[src/rtl/i2csf_pkg.sv]
package i2csf_pkg;

  // ----------------------------------------
  // Register map
  // ----------------------------------------
  localparam logic [3:0]  I2CSF_ADDR_STATUS = 4'h0;
  localparam logic [3:0]  I2CSF_ADDR_IRQ_MASK = 4'h1;
  localparam logic [3:0]  I2CSF_ADDR_IRQ_STAT = 4'h2;
  localparam logic [3:0]  I2CSF_ADDR_RX_BUFFER = 4'h3;
  localparam logic [3:0]  I2CSF_ADDR_TX_BUFFER = 4'h4;

  // ----------------------------------------
  // Status field positions
  // ----------------------------------------
  localparam int          I2CSF_BIT_COLLISION = 10;
  localparam int          I2CSF_BIT_TEN_BIT_ADDR_MATCHED = 8;
  localparam int          I2CSF_BIT_WCOL = 7;
  localparam int          I2CSF_BIT_OVF = 6;
  localparam int          I2CSF_BIT_RBF = 1;

  // ----------------------------------------
  // Interrupt status positions
  // ----------------------------------------
  localparam int          I2CSF_IRQ_COLLISION = 0;
  localparam int          I2CSF_IRQ_TEN_BIT_ADDR_MATCHED = 1;
  localparam int          I2CSF_IRQ_WCOL = 2;
  localparam int          I2CSF_IRQ_OVF = 3;
  localparam int          I2CSF_IRQ_RX = 4;
  localparam int          I2CSF_IRQ_W = 5;

  localparam logic [15:0] I2CSF_STATUS_RESET = 16'h0000;
  localparam logic [15:0] I2CSF_ZERO16 = 16'h0000;

endpackage

[src/rtl/i2csf_flag_if.sv]
`timescale 1ns/1ps
interface i2csf_flag_if;
  logic set_pulse;
  logic clr_pulse;
  logic flag;
  modport owner (input set_pulse, input clr_pulse, output flag);
  modport user  (output set_pulse, output clr_pulse, input flag);
endinterface

[src/rtl/i2csf_status.sv]
// How it works
// Bus collision during master operation sets the collision flag; otherwise it reads zero.
// Slave match of second ten-bit address byte sets the ten-bit matched flag.
// A Stop condition on the bus clears the ten-bit matched flag.
// Writing transmit buffer while busy sets write collision, held until software clears.
// Shift-to-buffer transfer while receive buffer still full sets receive overflow.
// Receive overflow stays set until software clears it; hardware never clears.
// Received byte written sets buffer full; software read of buffer clears it.
// Flags reset to zero; unused status bit positions always read zero.
//
// Implementation choices: the register addresses and the plain strobed port.
`timescale 1ns/1ps
module i2csf_status
  import i2csf_pkg::*;
#(
  parameter int DATA_W = 8
)(
  input  wire logic              sys_clk,
  input  wire logic              resetn,
  input  wire logic [3:0]        addr,
  input  wire logic [15:0]       wdata,
  input  wire logic              wr_stb,
  input  wire logic              rd_stb,
  output logic      [15:0]       rdata,
  input  wire logic              master_active,
  input  wire logic              bus_collision,
  input  wire logic              slave_active,
  input  wire logic              addr10_second_match,
  input  wire logic              stop_detected,
  input  wire logic              tx_busy,
  input  wire logic              rx_byte_done,
  input  wire logic [DATA_W-1:0] rx_shift_register,
  output logic      [DATA_W-1:0] tx_buffer,
  output logic                   tx_load,
  output logic                   irq
);

  // ----------------------------------------
  // Event decode
  // ----------------------------------------
  i2csf_flag_if col_fl ();
  i2csf_flag_if a10_fl ();
  i2csf_flag_if wc_fl ();
  i2csf_flag_if ov_fl ();
  i2csf_flag_if rbf_fl ();

  logic tx_wr;
  logic rx_rd;
  logic ev_coll;
  logic ev_ten_bit_addr_matched;
  logic ev_wcol;
  logic ev_ovf;
  logic ev_rx;

  assign tx_wr = wr_stb && (addr == I2CSF_ADDR_TX_BUFFER);
  assign rx_rd = rd_stb && (addr == I2CSF_ADDR_RX_BUFFER);
  // collision during master
  assign ev_coll = bus_collision && master_active;
  // second address byte
  assign ev_ten_bit_addr_matched = slave_active && addr10_second_match;
  // write while busy
  assign ev_wcol = tx_wr && tx_busy;
  // transfer onto full buffer
  assign ev_ovf = rx_byte_done && rbf_fl.flag;
  assign ev_rx = rx_byte_done && !rbf_fl.flag;

  // The strobe is an argument so a continuous assignment re-evaluates when it drops.
  function automatic logic clr_hit(input logic s, input logic [3:0] a, input logic [3:0] reg_a,
                                   input logic [15:0] d, input int pos);
    clr_hit = s && (a == reg_a) && d[pos];
  endfunction

  // ----------------------------------------
  // Sticky flags
  // ----------------------------------------
  assign col_fl.set_pulse = ev_coll;
  assign col_fl.clr_pulse = clr_hit(wr_stb, addr, I2CSF_ADDR_STATUS, wdata, I2CSF_BIT_COLLISION);
  assign a10_fl.set_pulse = ev_ten_bit_addr_matched;
  // stop clears matched
  assign a10_fl.clr_pulse = stop_detected;
  assign wc_fl.set_pulse = ev_wcol;
  assign wc_fl.clr_pulse = clr_hit(wr_stb, addr, I2CSF_ADDR_STATUS, wdata, I2CSF_BIT_WCOL);
  assign ov_fl.set_pulse = ev_ovf;
  // only software clears
  assign ov_fl.clr_pulse = clr_hit(wr_stb, addr, I2CSF_ADDR_STATUS, wdata, I2CSF_BIT_OVF);
  // fill and read
  assign rbf_fl.set_pulse = ev_rx;
  assign rbf_fl.clr_pulse = rx_rd;

  i2csf_sticky u_col (.sys_clk(sys_clk), .resetn(resetn), .fl(col_fl));
  i2csf_sticky u_a10 (.sys_clk(sys_clk), .resetn(resetn), .fl(a10_fl));
  i2csf_sticky u_wc  (.sys_clk(sys_clk), .resetn(resetn), .fl(wc_fl));
  i2csf_sticky u_ov  (.sys_clk(sys_clk), .resetn(resetn), .fl(ov_fl));
  i2csf_sticky u_rbf (.sys_clk(sys_clk), .resetn(resetn), .fl(rbf_fl));

  // ----------------------------------------
  // Registers
  // ----------------------------------------
  logic [DATA_W-1:0] rx_buf_r;
  logic [DATA_W-1:0] rx_buf_nxt;
  logic [DATA_W-1:0] tx_buf_r;
  logic [DATA_W-1:0] tx_buf_nxt;
  logic              tx_load_r;
  logic              tx_load_nxt;
  logic [5:0]        irq_mask_r;
  logic [5:0]        irq_mask_nxt;
  logic [5:0]        irq_stat_r;
  logic [5:0]        irq_stat_nxt;
  logic [15:0]       rdata_r;
  logic [15:0]       rdata_nxt;
  logic              irq_r;
  logic              irq_nxt;
  logic [15:0]       status_word;
  logic [5:0]        irq_ev;

  // unused bits read zero
  always_comb begin
    status_word = I2CSF_STATUS_RESET;
    status_word[I2CSF_BIT_COLLISION] = col_fl.flag;
    status_word[I2CSF_BIT_TEN_BIT_ADDR_MATCHED] = a10_fl.flag;
    status_word[I2CSF_BIT_WCOL] = wc_fl.flag;
    status_word[I2CSF_BIT_OVF] = ov_fl.flag;
    status_word[I2CSF_BIT_RBF] = rbf_fl.flag;
  end

  always_comb begin
    irq_ev = 6'h00;
    irq_ev[I2CSF_IRQ_COLLISION] = ev_coll;
    irq_ev[I2CSF_IRQ_TEN_BIT_ADDR_MATCHED] = ev_ten_bit_addr_matched;
    irq_ev[I2CSF_IRQ_WCOL] = ev_wcol;
    irq_ev[I2CSF_IRQ_OVF] = ev_ovf;
    irq_ev[I2CSF_IRQ_RX] = ev_rx;
    irq_ev[I2CSF_IRQ_W] = 1'b0;
  end

  // ----------------------------------------
  // Receive buffer
  // ----------------------------------------
  // The overflowing byte is dropped so the unread one stays intact.
  always_comb begin
    rx_buf_nxt = rx_buf_r;
    if (ev_rx) begin
      rx_buf_nxt = rx_shift_register;
    end
  end

  always_ff @(posedge sys_clk) begin
    if (!resetn) begin
      rx_buf_r <= '0;
    end else begin
      rx_buf_r <= rx_buf_nxt;
    end
  end

  // ----------------------------------------
  // Transmit buffer
  // ----------------------------------------
  // busy write refused
  always_comb begin
    tx_buf_nxt  = tx_buf_r;
    tx_load_nxt = 1'b0;
    if (tx_wr && !tx_busy) begin
      tx_buf_nxt  = wdata[DATA_W-1:0];
      tx_load_nxt = 1'b1;
    end
  end

  always_ff @(posedge sys_clk) begin
    if (!resetn) begin
      tx_buf_r  <= '0;
      tx_load_r <= 1'b0;
    end else begin
      tx_buf_r  <= tx_buf_nxt;
      tx_load_r <= tx_load_nxt;
    end
  end

  // ----------------------------------------
  // Interrupts
  // ----------------------------------------
  // The new mask is used at once so the output never shows a request that was just masked.
  always_comb begin
    irq_mask_nxt = irq_mask_r;
    if (wr_stb && addr == I2CSF_ADDR_IRQ_MASK) begin
      irq_mask_nxt = wdata[5:0];
    end
    irq_stat_nxt = irq_stat_r;
    if (wr_stb && addr == I2CSF_ADDR_IRQ_STAT) begin
      irq_stat_nxt = irq_stat_r & ~wdata[5:0];
    end
    irq_stat_nxt = irq_stat_nxt | irq_ev;
    irq_nxt      = |(irq_stat_nxt & irq_mask_nxt);
  end

  always_ff @(posedge sys_clk) begin
    if (!resetn) begin
      irq_mask_r <= 6'h00;
      irq_stat_r <= 6'h00;
      irq_r      <= 1'b0;
    end else begin
      irq_mask_r <= irq_mask_nxt;
      irq_stat_r <= irq_stat_nxt;
      irq_r      <= irq_nxt;
    end
  end

  // ----------------------------------------
  // Read data
  // ----------------------------------------
  always_comb begin
    rdata_nxt = I2CSF_ZERO16;
    if (rd_stb) begin
      case (addr)
        I2CSF_ADDR_STATUS:    rdata_nxt = status_word;
        I2CSF_ADDR_IRQ_MASK:  rdata_nxt = {10'h000, irq_mask_r};
        I2CSF_ADDR_IRQ_STAT:  rdata_nxt = {10'h000, irq_stat_r};
        I2CSF_ADDR_RX_BUFFER: rdata_nxt = 16'(rx_buf_r);
        I2CSF_ADDR_TX_BUFFER: rdata_nxt = 16'(tx_buf_r);
        default:              rdata_nxt = I2CSF_ZERO16;
      endcase
    end
  end

  always_ff @(posedge sys_clk) begin
    if (!resetn) begin
      rdata_r <= 16'h0000;
    end else begin
      rdata_r <= rdata_nxt;
    end
  end

  assign rdata     = rdata_r;
  assign tx_buffer = tx_buf_r;
  assign tx_load   = tx_load_r;
  assign irq       = irq_r;

endmodule

[src/rtl/i2csf_sticky.sv]
`timescale 1ns/1ps
module i2csf_sticky
  import i2csf_pkg::*;
(
  input wire logic    sys_clk,
  input wire logic    resetn,
  i2csf_flag_if.owner fl
);

  logic flag_r;
  logic flag_nxt;

  // Set wins over clear so an event in the clearing cycle is kept.
  always_comb begin
    flag_nxt = flag_r;
    if (fl.clr_pulse) begin
      flag_nxt = 1'b0;
    end
    if (fl.set_pulse) begin
      flag_nxt = 1'b1;
    end
  end

  always_ff @(posedge sys_clk) begin
    if (!resetn) begin
      flag_r <= 1'b0;
    end else begin
      flag_r <= flag_nxt;
    end
  end

  assign fl.flag = flag_r;

endmodule
[config.mk]
export PLATFORM = sky130hd
export DESIGN_NAME = i2csf_status
export DESIGN_NICKNAME = d
export VERILOG_FILES = /design/src/rtl/i2csf_pkg.sv /design/src/rtl/i2csf_flag_if.sv /design/src/rtl/i2csf_status.sv /design/src/rtl/i2csf_sticky.sv
export SDC_FILE = /design/constraint.sdc
export NUM_CORES = 1
export LEC_CHECK = 0
export BUFFER_PORTS_ARGS = -buffer_cell sky130_fd_sc_hd__buf_2
export CAP_MARGIN = 10
export CORE_MARGIN = 4
export CORE_UTILIZATION = 25
export CTS_BUF_LIST = sky130_fd_sc_hd__clkbuf_2 sky130_fd_sc_hd__clkbuf_4 sky130_fd_sc_hd__clkbuf_8
export CTS_CLUSTER_SIZE = 40
export DETAILED_ROUTE_END_ITERATION = 6
export PLACE_DENSITY = 0.54
export SYNTH_ARGS = -nofsm -noshare
export SYNTH_HDL_FRONTEND = slang
export SYNTH_HIERARCHICAL = 1
export SYNTH_SLANG_ARGS = --single-unit
[constraint.sdc]
create_clock -name sys_clk -period 1.5 [get_ports sys_clk]
set_clock_uncertainty 0.15 [all_clocks]
set_input_delay 0.075 -clock sys_clk [delete_from_list [all_inputs] [get_ports sys_clk]]
set_output_delay 0.075 -clock sys_clk [all_outputs]
set_load 0.005 [all_outputs]
# Yosys cells after proc, flatten, opt, wreduce, memory -nomap -nowiden
# Cells that the tools add are included.
[totals] register_bits=51 inputBits=39 out_inout_bits=26
[classes] eq_ne=4 n_mux=14 n_bitwise=4 reduce_logical=24
[op_table] cell="11-bit case mux with 5 select lines" count=1
[op_table] cell="1-bit logical AND" count=14
[op_table] cell="6-bit bitwise AND" count=2
[op_table] cell="6-bit 2-to-1 mux" count=2
[op_table] cell="1-bit 2-to-1 mux" count=11
[op_table] cell="2-bit nonzero test" count=5
[op_table] cell="4-bit by 2-bit equality test with 1-bit output, second input constant" count=2
[op_table] cell="6-bit NOT" count=1
[op_table] cell="6-bit by 5-bit OR with 6-bit output" count=1
[op_table] cell="6-bit OR reduction" count=1
[op_table] cell="4-bit by 1-bit equality test with 1-bit output, second input constant" count=1
[op_table] cell="4-bit by 3-bit equality test with 1-bit output, second input constant" count=1
[op_table] cell="4-bit logical NOT" count=1
[op_table] cell="1-bit logical NOT" count=2
[op_table] cell="2-bit AND reduction" count=1

# Longest topological paths before layout
[logic_depth] depth_word=6 mapped_depth=7 ltp_nobuf=6

# Hierarchy
# Netlist, hierarchy kept.
[by_module_without_submodules] module="i2csf_status" instances=1 cells_per_inst=181 area_each_um2=1729.2 seq_area_each_um2=800.8
[by_module_without_submodules] module="i2csf_sticky" instances=5 cells_per_inst=3 area_each_um2=41.3 seq_area_each_um2=20.0

# Least setup slack after synthesis
# Ideal clock, no wire load.
[synth_path] path_kind="flip-flop to flip-flop" start="register u_rbf.flag_r (netlist: u_rbf/fl.flag)" end="register irq_r (netlist: irq)" setup_ns=0.127 t_arrival_ns=1.220 required_ns=1.223 slack_ns=0.004 path_stages_with_launch=8 n_path_buf=1 period_less_slack_ns=1.496 path_cell_list="dfxtp_1 -> nand2b_1 -> buf_2 -> clkinv_1 -> nor2_1 -> a31oi_1 -> a22oi_1 -> a31oi_1"
[synth_via] elab_chain_len=5 word_cells_on_any_way=6
[synth_rtl] item="start: declaration" line="i2csf_sticky.sv:10" rtl="logic flag_r;"
[synth_rtl] item="start signal: assignment" line="i2csf_sticky.sv:28" rtl="flag_r <= flag_nxt;"
[synth_rtl] item="1-bit logical NOT" line="i2csf_status.sv:65" rtl="assign ev_rx = rx_byte_done && !rbf_fl.flag;"
[synth_rtl] item="1-bit logical AND" line="i2csf_status.sv:65"
[synth_rtl] item="net ev_rx" line="i2csf_status.sv:53" rtl="logic ev_rx;"
[synth_rtl] item="6-bit by 5-bit OR with 6-bit output" line="i2csf_status.sv:191" rtl="irq_stat_nxt = irq_stat_nxt | irq_ev;"
[synth_rtl] item="6-bit bitwise AND" line="i2csf_status.sv:192" rtl="irq_nxt = |(irq_stat_nxt & irq_mask_nxt);"
[synth_rtl] item="6-bit OR reduction" line="i2csf_status.sv:192"
[synth_rtl] item="end signal: assignment" line="i2csf_status.sv:203" rtl="irq_r <= irq_nxt;"
[synth_rtl] item="end: declaration" line="i2csf_status.sv:111" rtl="logic irq_r;"
# The timed path passes the listed nets, and every way through them passes these cells.
# A chain may end at the register's enable or synchronous reset.

# Worst setup path in the final report
[layout_path] start="input port tx_busy" end="register irq_r (netlist: irq)"
[layout_via] elab_chain_len=4
[layout_rtl] item="start: declaration" line="i2csf_status.sv:30" rtl="input wire logic tx_busy,"
[layout_rtl] item="1-bit logical AND" line="i2csf_status.sv:62" rtl="assign ev_wcol = tx_wr && tx_busy;"
[layout_rtl] item="net ev_wcol" line="i2csf_status.sv:51" rtl="logic ev_wcol;"
[layout_rtl] item="6-bit by 5-bit OR with 6-bit output" line="i2csf_status.sv:191"
[layout_rtl] item="6-bit bitwise AND" line="i2csf_status.sv:192"
[layout_rtl] item="6-bit OR reduction" line="i2csf_status.sv:192"
# The timed path passes the listed nets, and every way through them passes these cells.

==> impl_metrics.ini <==
[grt]
grt_pass1_wl_um = 8535
grt_max_degree = 16
grt_usage_pct = 12.35
overflow = 0
antenna_found_initial = 0
use_met2_pct = 20.36
grt_pass1_vias = 1662
grt.met3_usage_pct = 3.597
use_met1_pct = 15.44
grt_busiest_layer = met2

[sta]
fin_crit_sh_pct = 91.75
rsz0062_at_grt = false
hold_viol_final = 0
whs_ns = 0.02082
fin_crit_ns = 1.376
finalMaxSlewViolations = 0
setup_viol = 0
fmax_mhz = 726.6

[synthesis]
synth_area_um2 = 1936
yosysWarningCount = 6
ys_ff_latch = 45
syn_inst = 196
synth.top_cell.area_share_pct = 46.54
yosys.cell_count.top_type = dfxtp_1
async_flop_share_pct = 0
synth_area_leaders = dfxtp_1 (47%), and2_1 (6.1%), mux2_2 (4.7%), mux2i_1 (4.1%), nor2b_4 (3.6%)
avgSynthCellArea_um2 = 9.876
synth_edf_count = 0
yosys-top-cells-count = dfxtp_1 (45), and2_1 (19), nand2_1 (18)
synth_cell_type_count = 34
yosysTopAreaCell = dfxtp_1
synth_ff_type = dfxtp_1
ys_seq_area_share_pct = 46.54

[power]
vdd_drop_max_mv = 0.3147
power_density_nw_per_um2 = 847.5
p_leak_nw = 1.201

[clocking]
cts_tree = yes
ctsHtreeMaxLevel = 2
root_buffer = clkbuf_8
clk-insertion-delay-late_ns = 0.30
clkSinkCount = 45
path_clk_slew_ns = 0.09
clockBufferDepth = 2
cts_made_buffers = 5
cts-resized-gates = 0

[route]
routedWlPerCell_um = 13.51
drtIter0Drc = 73
drtPass1Iterations = 5
route.detailed.drc = 0
vias = 1691
wl_um = 5282
via_per_inst = 4.325
final_antenna_net_count = 0

[job]
max_cap_viol_count = 0

[layout]
area_delta_synth_final_pct = 42.47
fin_area_um2 = 2758
insertedDiodeCount = 0
drive_above_1_share_pct = 33.56
ff_latch_area_um2 = 900.9
multi_input_area_um2 = 970.9
nets = 330
fill_cells = 775
final_cells = 391

[setup_path]
r2r_slack_ns = 0.13
cp_max_fo = 3
cp_data_arrival_time_ns = 1.42
crit_chain = dlygate4sd3_1, buf_2, and4_1, a21o_1, a22oi_1, a31oi_1
r2r-start = u_a10/fl.flag$_SDFFE_PN0P_
critPathSlowestCell = dlygate4sd3_1
cp_data_required_time_ns = 1.54
start_kind = input pin
slowest_delay_ns = 0.53
r2r-end = u_a10/fl.flag$_SDFFE_PN0P_
rr_worst_depth = 3
criticalPathCategory = input pin to flop
cp-end-kind = flop
cp-startpoint = tx_busy

[place]
io_buffers = 51
dp_hpwl_um = 4031
placed_cells = 359
place_congestion = 0.7554
placed_area_um2 = 2421

[worst_hold_path]
worstHoldEndpoint = rdata[10]$_SDFF_PN0_
worstHoldPathCells = 3
hp-class = input pin to flop
hp-start = rd_stb

[floorplan]
rows = 31
start_util_pct = 26.26
die_h_um = 95.99
ios = 65
die_w_um = 95.99
core_um2 = 7370
die-area_um2 = 9214

[run_status]
status = completed
[cells by family after synthesis]
kind of cell / count (synthesis) / synth area share [%]
and+or+nand+nor: 81 / 25.34
DFF: 45 / 46.54
AOI/OAI and AO/OA: 39 / 14.87
muxes: 16 / 8.792
buffers and inverters: 14 / 4.266
other: 1 / 0.1937
[state kept, by name, indices dropped and copies added (netlist names), 6 cells and up]
register    count
irq_stat_r      6
rdata          10
irq_mask_r      6
tx_buffer       8
rx_buf_r        8
[report_power, final]
group / switching (mW) / internal [mW]
combinational: 0.137 / 0.157
clock: 0.422 / 0.374
sequential: 0.0203 / 1.23
[worst max path at each step]
stage                                 endpoint  slack (ns)  cells past startpoint
detailed placement              irq$_SDFF_PN0_       -0.09                      6
finish                          irq$_SDFF_PN0_        0.12                      6
floorplan                       irq$_SDFF_PN0_       0.004                      7
CTS                 u_a10/fl.flag$_SDFFE_PN0P_        0.12                      3
global route                    irq$_SDFF_PN0_        0.06                      6
global placement                irq$_SDFF_PN0_       -0.10                      6
[cell usage in the layout, fill, tap and decap left out, types with 2 or more instances in the layout]
cell type / n
a21o_1: 4
a21oi_1: 9
a222oi_1: 6
a22o_1: 6
a22oi_1: 5
a31oi_1: 2
and2_1: 19
and3_1: 4
buf_2: 51
buf_4: 19
clkbuf_8: 6
clkinv_1: 2
conb_1: 6
dfxtp_1: 45
dlygate4sd3_1: 24
mux2_2: 8
mux2i_1: 8
nand2_1: 18
nand3_1: 5
nor2_1: 17
nor2b_1: 2
nor2b_4: 5
nor3_2: 2
o21a_1: 5
[through the flow]
stage	setup WS, ns	setup TNS, ns	utilization (%)	power, mW
final	0.1238	0	37.42	2.337
after global routing	0.05881	0	37.42	2.460
after CTS	0.1232	0	37.42	2.382
after detailed placement	-0.08737	-0.08737	32.85	1.525
after global placement	-0.1034	-0.1034	32.85	1.523
after floorplan	0.003511	0	-	1.403
[worst max-delay path: cells and delay by family]
kind                   cells  cell delay (ns)
AOI/OAI and AO/OA          3             0.45
buffers and inverters      2             0.68
and+or+nand+nor            1             0.21
[area by class of cell]
class / instances / share of cell area [%]
multi-input combinational: 142 / 35.21
sequential: 45 / 32.67
timing repair buffer: 95 / 23.87
tap: 99 / 4.492
clock buffer: 6 / 2.995
clock inverter: 2 / 0.4991
inverter: 2 / 0.2722
[timing repair]
action                                 CTS  global route
setup endpoints to repair                0             0
buffers inserted                         0             0
endpoints found under the hold margin   19             0
hold buffers                            24             0
[per-layer routing]
| metal | routed length, um | part of all wire, % | vias up |
|---|---|---|---|
| li1 | - | - | 874 |
| met1 | 2485 | 47 | 778 |
| met2 | 2459 | 47 | 33 |
| met3 | 268 | 5.1 | 6 |
| met4 | 68 | 1.3 | 0 |
| met5 | 0 | 0 | - |
Power figures use the tool's default switching activity.
